## config.mk

```make
export PLATFORM = sky130hd
export DESIGN_NAME = pcd_divider_dev_flat
export DESIGN_NICKNAME = d
export VERILOG_FILES = /design/src/core/pcd_pkg.sv /design/src/core/pcd_link_if.sv /design/src/core/pcd_divider_dev.sv /design/src/flat_wrapper.sv
export SDC_FILE = /design/constraint.sdc
export NUM_CORES = 1
export LEC_CHECK = 0
export ABC_AREA = 0
export BUFFER_PORTS_ARGS = -buffer_cell sky130_fd_sc_hd__clkbuf_2
export CORE_UTILIZATION = 60
export CTS_CLUSTER_DIAMETER = 60
export CTS_CLUSTER_SIZE = 10
export DETAILED_ROUTE_END_ITERATION = 7
export GPL_TIMING_DRIVEN = 0
export HOLD_SLACK_MARGIN = 0.1
export PLACE_DENSITY = 0.77
export SETUP_SLACK_MARGIN = 0.15
export SLEW_MARGIN = 10
export SYNTH_ARGS = -nofsm -noshare
export SYNTH_HDL_FRONTEND = slang
export SYNTH_SLANG_ARGS = --single-unit
```

## constraint.sdc

```tcl
create_clock -name hclk -period 4.4 [get_ports hclk]
set_input_delay 0.44 -clock hclk [delete_from_list [all_inputs] [get_ports hclk]]
set_output_delay 0.44 -clock hclk [all_outputs]
set_load 0.1 [all_outputs]
```

## src/core/pcd_pkg.sv

```systemverilog
// Summary of operation
// - Divide input clock by 1 to 256
// - Output duty cycle always fifty percent
// - Select pin chooses serial or parallel ratio
// - Parallel code is unsigned, bit seven MSB
// - All-zero code divides by 256
// - Idle 64 to 128 cycles plus 1.6ns
// - Resume with new ratio after 192 cycles
// - Serial byte sent MSB first
// - Serial data sampled on serial clock rise
// - Load rising edge makes shifted byte active
// - Master holds load low during transfer
// - Self reset at power-up and control change
// - External reset high forces output low
// - Resume 64 to 128 cycles after release
// - Reset pulse longer than 64 cycles
package pcd_pkg;
    localparam int RATIO_W = 8;
    localparam int CLK_PERIOD_PS = 4000;
    localparam int EXTRA_DELAY_PS = 1600;
    localparam int EXTRA_CYC = (EXTRA_DELAY_PS + CLK_PERIOD_PS - 1) / CLK_PERIOD_PS;
    localparam int CHANGE_WAIT_MIN = 64;
    localparam int CHANGE_WAIT_CYC = CHANGE_WAIT_MIN + EXTRA_CYC;
    localparam int RESUME_CYC = 192;
    localparam int RST_MIN_CYC = 64;
    localparam int RST_HOLD_CYC = RST_MIN_CYC + 1;
    localparam int SCK_HALF_CYC = 4;
    // Positions in the device's synchroniser bundle
    localparam int SYN_CODE = 0;
    localparam int SYN_SDI = 8;
    localparam int SYN_SCK = 9;
    localparam int SYN_LDN = 10;
    localparam int SYN_SEL = 11;
    localparam int SYN_RST = 12;
    localparam int SYN_W = 13;
    localparam logic [SYN_W-1:0] SYN_RESET = 13'h0400;
    localparam logic [7:0] RATIO_RESET = 8'h01;
    // Controller register map
    localparam logic [7:0] ADDR_CTRL = 8'h00;
    localparam logic [7:0] ADDR_SER_TX = 8'h04;
    localparam logic [7:0] ADDR_STATUS = 8'h08;
    localparam int CTRL_SEL = 0;
    localparam int CTRL_RST = 1;
    localparam int CTRL_CODE = 8;
    localparam int STAT_BUSY = 0;
    localparam int STAT_RST = 1;
    localparam int STAT_SDO = 2;
    localparam logic [31:0] CTRL_RESET = 32'h0000_0100;
    localparam logic [1:0] HTRANS_NONSEQ = 2'h2;
    localparam logic [1:0] HRESP_OKAY = 2'h0;

    typedef enum logic [2:0] {ST_IDLE, ST_WAIT, ST_RWAIT, ST_RUN, ST_XRST} pcd_state_t;
    typedef enum logic [2:0] {SS_IDLE, SS_LOW, SS_HIGH, SS_TAIL, SS_GAP} pcd_ser_t;
endpackage

```

## src/core/pcd_link_if.sv

```systemverilog
`timescale 1ns/1ps
interface pcd_link_if;
    logic [7:0] ratio_code_bits;
    logic serial_sel;
    logic serial_data_in;
    logic serial_clock_in;
    logic serial_load_n;
    logic ext_reset;
    logic serial_data_out;

    modport dev (
        input ratio_code_bits,
        input serial_sel,
        input serial_data_in,
        input serial_clock_in,
        input serial_load_n,
        input ext_reset,
        output serial_data_out
    );

    modport ctl (
        output ratio_code_bits,
        output serial_sel,
        output serial_data_in,
        output serial_clock_in,
        output serial_load_n,
        output ext_reset,
        input serial_data_out
    );
endinterface // pcd_link_if

```

## src/core/pcd_divider_dev.sv

```systemverilog
`timescale 1ns/1ps
module pcd_divider_dev (
    input wire logic hclk,
    input wire logic hresetn,
    input wire logic ce,
    pcd_link_if.dev link,
    output logic clk_div_out,
    output logic div_active
);
    logic [pcd_pkg::SYN_W-1:0] meta_q;
    logic [pcd_pkg::SYN_W-1:0] sync_q;
    logic [pcd_pkg::SYN_W-1:0] prev_q;
    logic [1:0] primed_q;
    logic [7:0] shift_q;
    logic [7:0] ser_ratio_q;
    logic [7:0] ratio_q;
    logic [7:0] cnt_q;
    logic [7:0] div_cnt_q;
    logic [7:0] div_cnt_d;
    logic [8:0] ratio_n;
    logic [8:0] half_hi;
    logic odd_q;
    logic one_q;
    logic div_en_q;
    logic a_q;
    logic b_q;
    logic sdo_q;
    logic sel;
    logic sck_rise;
    logic load_rise;
    logic code_chg;
    logic change;
    logic xrst;
    logic [7:0] target;
    pcd_pkg::pcd_state_t state_q;

    // Every pin passes two flip-flops before use
    always_ff @(posedge hclk or negedge hresetn)
    begin
        if (!hresetn)
        begin
            meta_q <= pcd_pkg::SYN_RESET;
            sync_q <= pcd_pkg::SYN_RESET;
            prev_q <= pcd_pkg::SYN_RESET;
        end
        else if (ce)
        begin
            meta_q <= {link.ext_reset, link.serial_sel, link.serial_load_n,
                       link.serial_clock_in, link.serial_data_in, link.ratio_code_bits};
            sync_q <= meta_q;
            prev_q <= sync_q;
        end
    end

    // Change detection waits until the pipeline holds real pin values
    always_ff @(posedge hclk or negedge hresetn)
    begin
        if (!hresetn)
            primed_q <= 2'h0;
        else if (ce && primed_q != 2'h3)
            primed_q <= primed_q + 2'h1;
    end

    assign sel = sync_q[pcd_pkg::SYN_SEL];
    assign xrst = sync_q[pcd_pkg::SYN_RST];
    assign sck_rise = sync_q[pcd_pkg::SYN_SCK] & ~prev_q[pcd_pkg::SYN_SCK];
    assign load_rise = sync_q[pcd_pkg::SYN_LDN] & ~prev_q[pcd_pkg::SYN_LDN];
    assign code_chg = sync_q[pcd_pkg::SYN_CODE +: 8] != prev_q[pcd_pkg::SYN_CODE +: 8];
    assign change = (primed_q == 2'h3) & ((sel != prev_q[pcd_pkg::SYN_SEL])
                  | (~sel & code_chg) | (sel & load_rise));
    assign target = sel ? ser_ratio_q : sync_q[pcd_pkg::SYN_CODE +: 8];

    always_ff @(posedge hclk or negedge hresetn)
    begin
        if (!hresetn)
            shift_q <= 8'h00;
        else if (ce && sel && sck_rise)
            shift_q <= {shift_q[6:0], sync_q[pcd_pkg::SYN_SDI]};
    end

    always_ff @(posedge hclk or negedge hresetn)
    begin
        if (!hresetn)
            ser_ratio_q <= pcd_pkg::RATIO_RESET;
        else if (ce && sel && load_rise)
            ser_ratio_q <= shift_q;
    end

    // Echo of the byte leaving the shifter, for daisy chaining
    always_ff @(posedge hclk or negedge hresetn)
    begin
        if (!hresetn)
            sdo_q <= 1'b0;
        else if (ce)
            sdo_q <= shift_q[7];
    end

    assign link.serial_data_out = sdo_q;

    // sequence timing in input clock periods
    always_ff @(posedge hclk or negedge hresetn)
    begin
        if (!hresetn)
        begin
            // Power-up runs the idle part of the self reset
            state_q <= pcd_pkg::ST_IDLE;
            cnt_q <= 8'h00;
        end
        else if (ce)
        begin
            cnt_q <= cnt_q + 8'h01;
            case (state_q)
                pcd_pkg::ST_XRST:
                begin
                    cnt_q <= 8'h00;
                    if (!xrst)
                        state_q <= pcd_pkg::ST_RWAIT;
                end
                pcd_pkg::ST_WAIT:
                begin
                    if (cnt_q == 8'(pcd_pkg::CHANGE_WAIT_CYC - 1))
                    begin
                        state_q <= pcd_pkg::ST_IDLE;
                        cnt_q <= 8'h00;
                    end
                end
                pcd_pkg::ST_RWAIT:
                begin
                    if (cnt_q == 8'(pcd_pkg::CHANGE_WAIT_CYC - 1))
                        state_q <= pcd_pkg::ST_RUN;
                end
                pcd_pkg::ST_IDLE:
                begin
                    if (cnt_q == 8'(pcd_pkg::RESUME_CYC - 1))
                        state_q <= pcd_pkg::ST_RUN;
                end
                pcd_pkg::ST_RUN:
                    cnt_q <= 8'h00;
                default:
                    state_q <= pcd_pkg::ST_IDLE;
            endcase
            // A new change restarts the whole sequence
            if (change)
            begin
                state_q <= pcd_pkg::ST_WAIT;
                cnt_q <= 8'h00;
            end
            if (xrst)
            begin
                state_q <= pcd_pkg::ST_XRST;
                cnt_q <= 8'h00;
            end
        end
    end

    // Output runs in RUN and keeps its old ratio through WAIT
    always_ff @(posedge hclk or negedge hresetn)
    begin
        if (!hresetn)
            div_en_q <= 1'b0;
        else if (ce)
        begin
            if (xrst || state_q == pcd_pkg::ST_IDLE || state_q == pcd_pkg::ST_XRST
                || state_q == pcd_pkg::ST_RWAIT)
                div_en_q <= 1'b0;
            else if (state_q == pcd_pkg::ST_RUN)
                div_en_q <= 1'b1;
        end
    end

    // ratio latched only while output is stopped, so a run never mixes ratios
    always_ff @(posedge hclk or negedge hresetn)
    begin
        if (!hresetn)
        begin
            ratio_q <= pcd_pkg::RATIO_RESET;
            odd_q <= 1'b1;
            one_q <= 1'b1;
        end
        else if (ce && state_q != pcd_pkg::ST_RUN && !div_en_q)
        begin
            ratio_q <= target;
            odd_q <= target[0];
            one_q <= target == 8'h01;
        end
    end

    assign ratio_n = (ratio_q == 8'h00) ? 9'h100 : {1'b0, ratio_q};
    assign half_hi = (ratio_n + 9'h001) >> 1;
    assign div_cnt_d = ({1'b0, div_cnt_q} == ratio_n - 9'h001) ? 8'h00 : div_cnt_q + 8'h01;

    always_ff @(posedge hclk or negedge hresetn)
    begin
        if (!hresetn)
        begin
            div_cnt_q <= 8'h00;
            a_q <= 1'b0;
        end
        else if (ce)
        begin
            if (!div_en_q || xrst)
            begin
                div_cnt_q <= 8'h00;
                a_q <= 1'b0;
            end
            else
            begin
                div_cnt_q <= div_cnt_d;
                a_q <= {1'b0, div_cnt_d} < half_hi;
            end
        end
    end

    // half-cycle copy trims odd ratios to an even high time
    always_ff @(negedge hclk or negedge hresetn)
    begin
        if (!hresetn)
            b_q <= 1'b0;
        else if (ce)
            b_q <= a_q;
    end

    // glue of clock flops; ratio one passes the input clock itself
    always_comb
    begin
        if (one_q)
            clk_div_out = a_q & b_q & hclk;
        else if (odd_q)
            clk_div_out = a_q & b_q;
        else
            clk_div_out = a_q;
    end

    assign div_active = div_en_q;
endmodule // pcd_divider_dev

```

## src/flat_wrapper.sv

```systemverilog
// flat-port wrapper written by rule: the top's interface ports become plain ports
module pcd_divider_dev_flat 
  (hclk, hresetn, ce, clk_div_out, div_active, link_ratio_code_bits, link_serial_sel, link_serial_data_in, link_serial_clock_in, link_serial_load_n, link_ext_reset, link_serial_data_out);
  pcd_link_if link_i ();
  input wire logic hclk;
  input wire logic hresetn;
  input wire logic ce;
  output logic clk_div_out;
  output logic div_active;
  input wire logic [$bits(link_i.ratio_code_bits)-1:0] link_ratio_code_bits;
  input wire logic [$bits(link_i.serial_sel)-1:0] link_serial_sel;
  input wire logic [$bits(link_i.serial_data_in)-1:0] link_serial_data_in;
  input wire logic [$bits(link_i.serial_clock_in)-1:0] link_serial_clock_in;
  input wire logic [$bits(link_i.serial_load_n)-1:0] link_serial_load_n;
  input wire logic [$bits(link_i.ext_reset)-1:0] link_ext_reset;
  output wire logic [$bits(link_i.serial_data_out)-1:0] link_serial_data_out;
  assign link_i.ratio_code_bits = link_ratio_code_bits;
  assign link_i.serial_sel = link_serial_sel;
  assign link_i.serial_data_in = link_serial_data_in;
  assign link_i.serial_clock_in = link_serial_clock_in;
  assign link_i.serial_load_n = link_serial_load_n;
  assign link_i.ext_reset = link_ext_reset;
  assign link_serial_data_out = link_i.serial_data_out;
  pcd_divider_dev u_core (.hclk(hclk), .hresetn(hresetn), .ce(ce), .link(link_i), .clk_div_out(clk_div_out), .div_active(div_active));
endmodule
```

==> impl_results.html <==
<table>
<tr><th>Metric</th><th>Value</th></tr>
<tr><th colspan="2">Route</th></tr>
<tr><td>Routed WL per cell</td><td>16.3 um</td></tr>
<tr><td>Detailed route wirelength on metal2</td><td>4.37 mm</td></tr>
<tr><td>Post-detailed-route DRC marker count</td><td>0</td></tr>
<tr><td>Met1 WL</td><td>4.21 mm</td></tr>
<tr><td>Remaining number of nets flagged by the antenna check after routing</td><td>0</td></tr>
<tr><td>Highest Signal Layer</td><td>met4</td></tr>
<tr><td>Final WL</td><td>9.10 mm</td></tr>
<tr><td>Detailed-router iteration count before antenna repair</td><td>4</td></tr>
<tr><td>DRT iter0 DRCs</td><td>102</td></tr>
<tr><td>Detail Route met3 WL</td><td>261 um</td></tr>
<tr><td>Number of vias in the routed layout</td><td>3282</td></tr>
<tr><td>Number of vias per cell</td><td>5.88</td></tr>
<tr><th colspan="2">Worst setup path</th></tr>
<tr><td>Largest driver fanout on the critical path</td><td>2</td></tr>
<tr><td>Worst Setup End Kind</td><td>primary output</td></tr>
<tr><td>CP required</td><td>3.96 ns</td></tr>
<tr><td>Crit path top cell by count</td><td>sky130_fd_sc_hd__o21ai_0</td></tr>
<tr><td>Startpoint kind of the worst setup timing path</td><td>flop</td></tr>
<tr><td>Max stage delay on crit path</td><td>0.42 ns</td></tr>
<tr><td>Critical path class</td><td>reg -&gt; out</td></tr>
<tr><td>Ordered cell list for the critical path</td><td>o21ai_0 &gt; o21ai_0 &gt; and2_1 &gt; buf_4</td></tr>
<tr><td>Data arrival at the endpoint of the critical path</td><td>3.69 ns</td></tr>
<tr><td>Critical-path top delay cell</td><td>sky130_fd_sc_hd__dfrtn_1</td></tr>
<tr><th colspan="2">Logic synthesis</th></tr>
<tr><td>Synth top area share</td><td>42.9%</td></tr>
<tr><td>Summed instance area of the synthesized netlist</td><td>0.00467 mm^2</td></tr>
<tr><td>Syn Inst Count</td><td>420</td></tr>
<tr><td>Number of flip-flops and latches in the synthesized netlist</td><td>87</td></tr>
<tr><td>Number of warning messages in the yosys log</td><td>0</td></tr>
<tr><td>Most area-consuming cells after synthesis</td><td>sky130_fd_sc_hd__dfrtp_1 43%, sky130_fd_sc_hd__mux2_2 14%, sky130_fd_sc_hd__ha_1 3.8%</td></tr>
<tr><td>Post-synth EDFFs</td><td>0</td></tr>
<tr><td>Cell type with the largest total area after synthesis</td><td>sky130_fd_sc_hd__dfrtp_1</td></tr>
<tr><td>Post-synthesis sequential area ratio</td><td>46.8%</td></tr>
<tr><td>Net count after synthesis</td><td>450</td></tr>
<tr><td>Share of flip-flops with an asynchronous set or reset</td><td>100%</td></tr>
<tr><td>Distinct cell type count of the synthesized netlist</td><td>65</td></tr>
<tr><td>Predominant post-synthesis flop cell</td><td>sky130_fd_sc_hd__dfrtp_1</td></tr>
<tr><td>Post-Syn Area per Cell</td><td>11.1 um^2</td></tr>
<tr><th colspan="2">CTS</th></tr>
<tr><td>Post-CTS setup buffer count</td><td>0</td></tr>
<tr><td>Clock tree from TritonCTS</td><td>done</td></tr>
<tr><td>Clock transition at path regs</td><td>0.09 ns</td></tr>
<tr><td>Insertion delay to the later sink of the worst-skew pair</td><td>0.47 ns</td></tr>
<tr><th colspan="2">Timing</th></tr>
<tr><td>Number of failing setup endpoints in the final timing report</td><td>0</td></tr>
<tr><td>Fin Clk Skew</td><td>0.0153 ns</td></tr>
<tr><td>Final number of max-transition violations</td><td>0</td></tr>
<tr><td>Actual transition at the worst max-transition pin</td><td>0.757 ns</td></tr>
<tr><td>Unrepaired setup endpoints after global routing</td><td>false</td></tr>
<tr><td>Worst-case headroom to the max-slew limit</td><td>49.6%</td></tr>
<tr><td>Final Hold Violating Endpoints</td><td>0</td></tr>
<tr><th colspan="2">Placement</th></tr>
<tr><td>Half-perimeter wire length after detailed placement</td><td>6.59 mm</td></tr>
<tr><td>Count of buffers inserted at the top-level ports</td><td>18</td></tr>
<tr><td>Gpl congestion</td><td>0.843</td></tr>
<tr><th colspan="2">Global route</th></tr>
<tr><td>Total global-route track usage</td><td>24.7%</td></tr>
<tr><td>Vias in the first global route</td><td>3298</td></tr>
<tr><td>Wire length of the first global-routing pass</td><td>15.7 mm</td></tr>
<tr><td>Initial antenna violation count</td><td>0</td></tr>
<tr><td>Global route total overflow</td><td>0</td></tr>
<tr><td>Largest net degree at the start of global routing</td><td>45</td></tr>
<tr><th colspan="2">Floorplanning</th></tr>
<tr><td>Die Span Y</td><td>90.2 um</td></tr>
<tr><td>Ports placed on the boundary</td><td>19</td></tr>
<tr><td>Core region area</td><td>0.00737 mm^2</td></tr>
<tr><td>Width of the die</td><td>90.2 um</td></tr>
<tr><td>Starting density of the core</td><td>63.4%</td></tr>
<tr><td>Number of standard-cell rows in the floorplan</td><td>31</td></tr>
<tr><td>Die area</td><td>0.00814 mm^2</td></tr>
<tr><th colspan="2">Flow run</th></tr>
<tr><td>Max_cap viols</td><td>0</td></tr>
<tr><th colspan="2">Status</th></tr>
<tr><td>Status</td><td>complete, no violations</td></tr>
<tr><th colspan="2">Power</th></tr>
<tr><td>Leakage component of the power</td><td>0.00231 uW</td></tr>
<tr><td>PD cells</td><td>479 mW/mm^2</td></tr>
<tr><td>Final Power</td><td>2470 uW</td></tr>
<tr><td>Largest voltage drop on the vdd net</td><td>0.000306 V</td></tr>
<tr><th colspan="2">Cells and area</th></tr>
<tr><td>Share of cells above drive strength 1</td><td>25.7%</td></tr>
<tr><td>Number of diodes added for antenna fixing</td><td>0</td></tr>
<tr><td>Layout area overhead</td><td>10.4%</td></tr>
<tr><td>Final core occ</td><td>70.0%</td></tr>
<tr><td>Final layout net count</td><td>484</td></tr>
<tr><th colspan="2">Worst hold path</th></tr>
<tr><td>Worst min-delay path class</td><td>in -&gt; reg</td></tr>
</table>
-- Yosys cell counts, types with 3 or more instances --
master,instances
sky130_fd_sc_hd__a21o_1,5
sky130_fd_sc_hd__a21oi_1,9
sky130_fd_sc_hd__a31oi_1,4
sky130_fd_sc_hd__and2_1,5
sky130_fd_sc_hd__and3_1,8
sky130_fd_sc_hd__buf_2,5
sky130_fd_sc_hd__buf_6,3
sky130_fd_sc_hd__clkbuf_1,13
sky130_fd_sc_hd__dfrtp_1,80
sky130_fd_sc_hd__dfstp_2,6
sky130_fd_sc_hd__ha_1,14
sky130_fd_sc_hd__inv_1,12
sky130_fd_sc_hd__mux2_2,56
sky130_fd_sc_hd__mux2i_1,9
sky130_fd_sc_hd__nand2_1,21
sky130_fd_sc_hd__nand2b_1,7
sky130_fd_sc_hd__nand3_1,11
sky130_fd_sc_hd__nand4b_1,3
sky130_fd_sc_hd__nor2_1,20
sky130_fd_sc_hd__nor2b_1,5
sky130_fd_sc_hd__nor3_1,9
sky130_fd_sc_hd__nor4_1,3
sky130_fd_sc_hd__nor4b_1,3
sky130_fd_sc_hd__o21ai_0,26
sky130_fd_sc_hd__o2bb2ai_1,3
sky130_fd_sc_hd__o31ai_1,4
sky130_fd_sc_hd__or4_1,3
sky130_fd_sc_hd__xnor2_1,9
sky130_fd_sc_hd__xor2_1,19
-- metal layers --
metal	track usage [%]	vias to the layer above
met5	0	-
li1	-	1594
met3	4.91	24
met1	32.2	1608
met4	12.4	0
met2	39.3	56
-- cells in the final DEF, fill, tap and decap left out, types with 6 or more instances in the layout --
cell type / count
sky130_fd_sc_hd__a21oi_1: 9
sky130_fd_sc_hd__xor2_1: 19
sky130_fd_sc_hd__dfstp_2: 6
sky130_fd_sc_hd__nor3_1: 9
sky130_fd_sc_hd__and3_1: 8
sky130_fd_sc_hd__clkbuf_1: 14
sky130_fd_sc_hd__nand2_1: 21
sky130_fd_sc_hd__nand3_1: 11
sky130_fd_sc_hd__ha_1: 14
sky130_fd_sc_hd__nor2_1: 20
sky130_fd_sc_hd__mux2i_1: 9
sky130_fd_sc_hd__clkbuf_8: 13
sky130_fd_sc_hd__dfrtp_1: 80
sky130_fd_sc_hd__o21ai_0: 26
sky130_fd_sc_hd__inv_1: 12
sky130_fd_sc_hd__mux2_2: 56
sky130_fd_sc_hd__clkbuf_2: 16
sky130_fd_sc_hd__xnor2_1: 9
sky130_fd_sc_hd__nand2b_1: 7
-- critical path, delay by kind of cell (launching register included) --
family	cells	cell delay (ns)
flops	1	0.42
buf+inv	1	0.29
compound gates	2	0.16
simple gates	1	0.16
-- registers in the layout, indices dropped and copies added, names as in the netlist --
register	cells
u_core.primed_q	2
u_core.link.serial_data_out	1
u_core.meta_q	13
u_core.prev_q	11
u_core.div_active	1
u_core.state_q	3
u_core.one_q	1
u_core.ratio_q	8
u_core.div_cnt_q	8
u_core.shift_q	8
u_core.b_q	1
u_core.cnt_q	8
u_core.a_q	1
u_core.ser_ratio_q	8
u_core.sync_q	13
-- worst paths after layout --
kind	from	end	cells after the start	slack, ns
worst max-delay path	u_core.b_q	clk_div_out	4	0.27
worst min-delay path	link_ext_reset	u_core.meta_q[12]	2	0.20
worst max register to register	u_core.ratio_q[0]	u_core.a_q	16	0.67
worst min register to register	u_core.b_q	u_core.b_q	1	0.48
max in group asynchronous	hresetn	u_core.b_q	2	1.33
min in group asynchronous	hresetn	u_core.cnt_q[3]	2	0.52
-- timing repair --
action | in CTS | in global routing
endpoints found under the setup margin | 1 | 1
endpoints found under the hold margin | 39 | 0
hold buffers | 1 | 0
resized for setup | 1 | 1
-- through the flow --
stage | instances | hold WS, ns | TNS, ns | setup WS [ns] | cell area [um^2]
floorplan | 420 | 0.144 | 0 | 0.500 | 4670
global placement | 537 | 0.450 | -0.112 | -0.112 | 4880
detailed placement | 538 | 0.466 | 0 | 0.0881 | 4910
CTS | 558 | 0.194 | 0 | 0.182 | 5160
global route | 558 | 0.182 | 0 | 0.160 | 5160
finish | 558 | 0.199 | 0 | 0.270 | 5160
-- power by group --
part           total [uW]  internal, uW  switching (uW)
clock network         635           338             297
registers            1090           963             130
logic                 742           356             386
-- logic make-up after synthesis --
group                      share of synthesized area (%)
and+or+nand+nor                                     14.6
buffers and inverters                               3.83
DFF                                                 46.8
xor gates and xnor gates                            5.25
AOI/OAI and AO/OA                                   10.4
muxes                                               15.4
adders and majority gates                           3.75
-- cell type report --
class	count	area [um^2]
Clock buffer	15	190
Inverter	12	45.0
Tap cell	99	124
Buffer	24	134
Fill cell	560	2210
Multi-Input combinational cell	297	2310
Clock inverter	5	56.3
Timing Repair Buffer	19	118
Sequential cell	87	2180
Note: power is estimated with default switching activity, not from simulation.
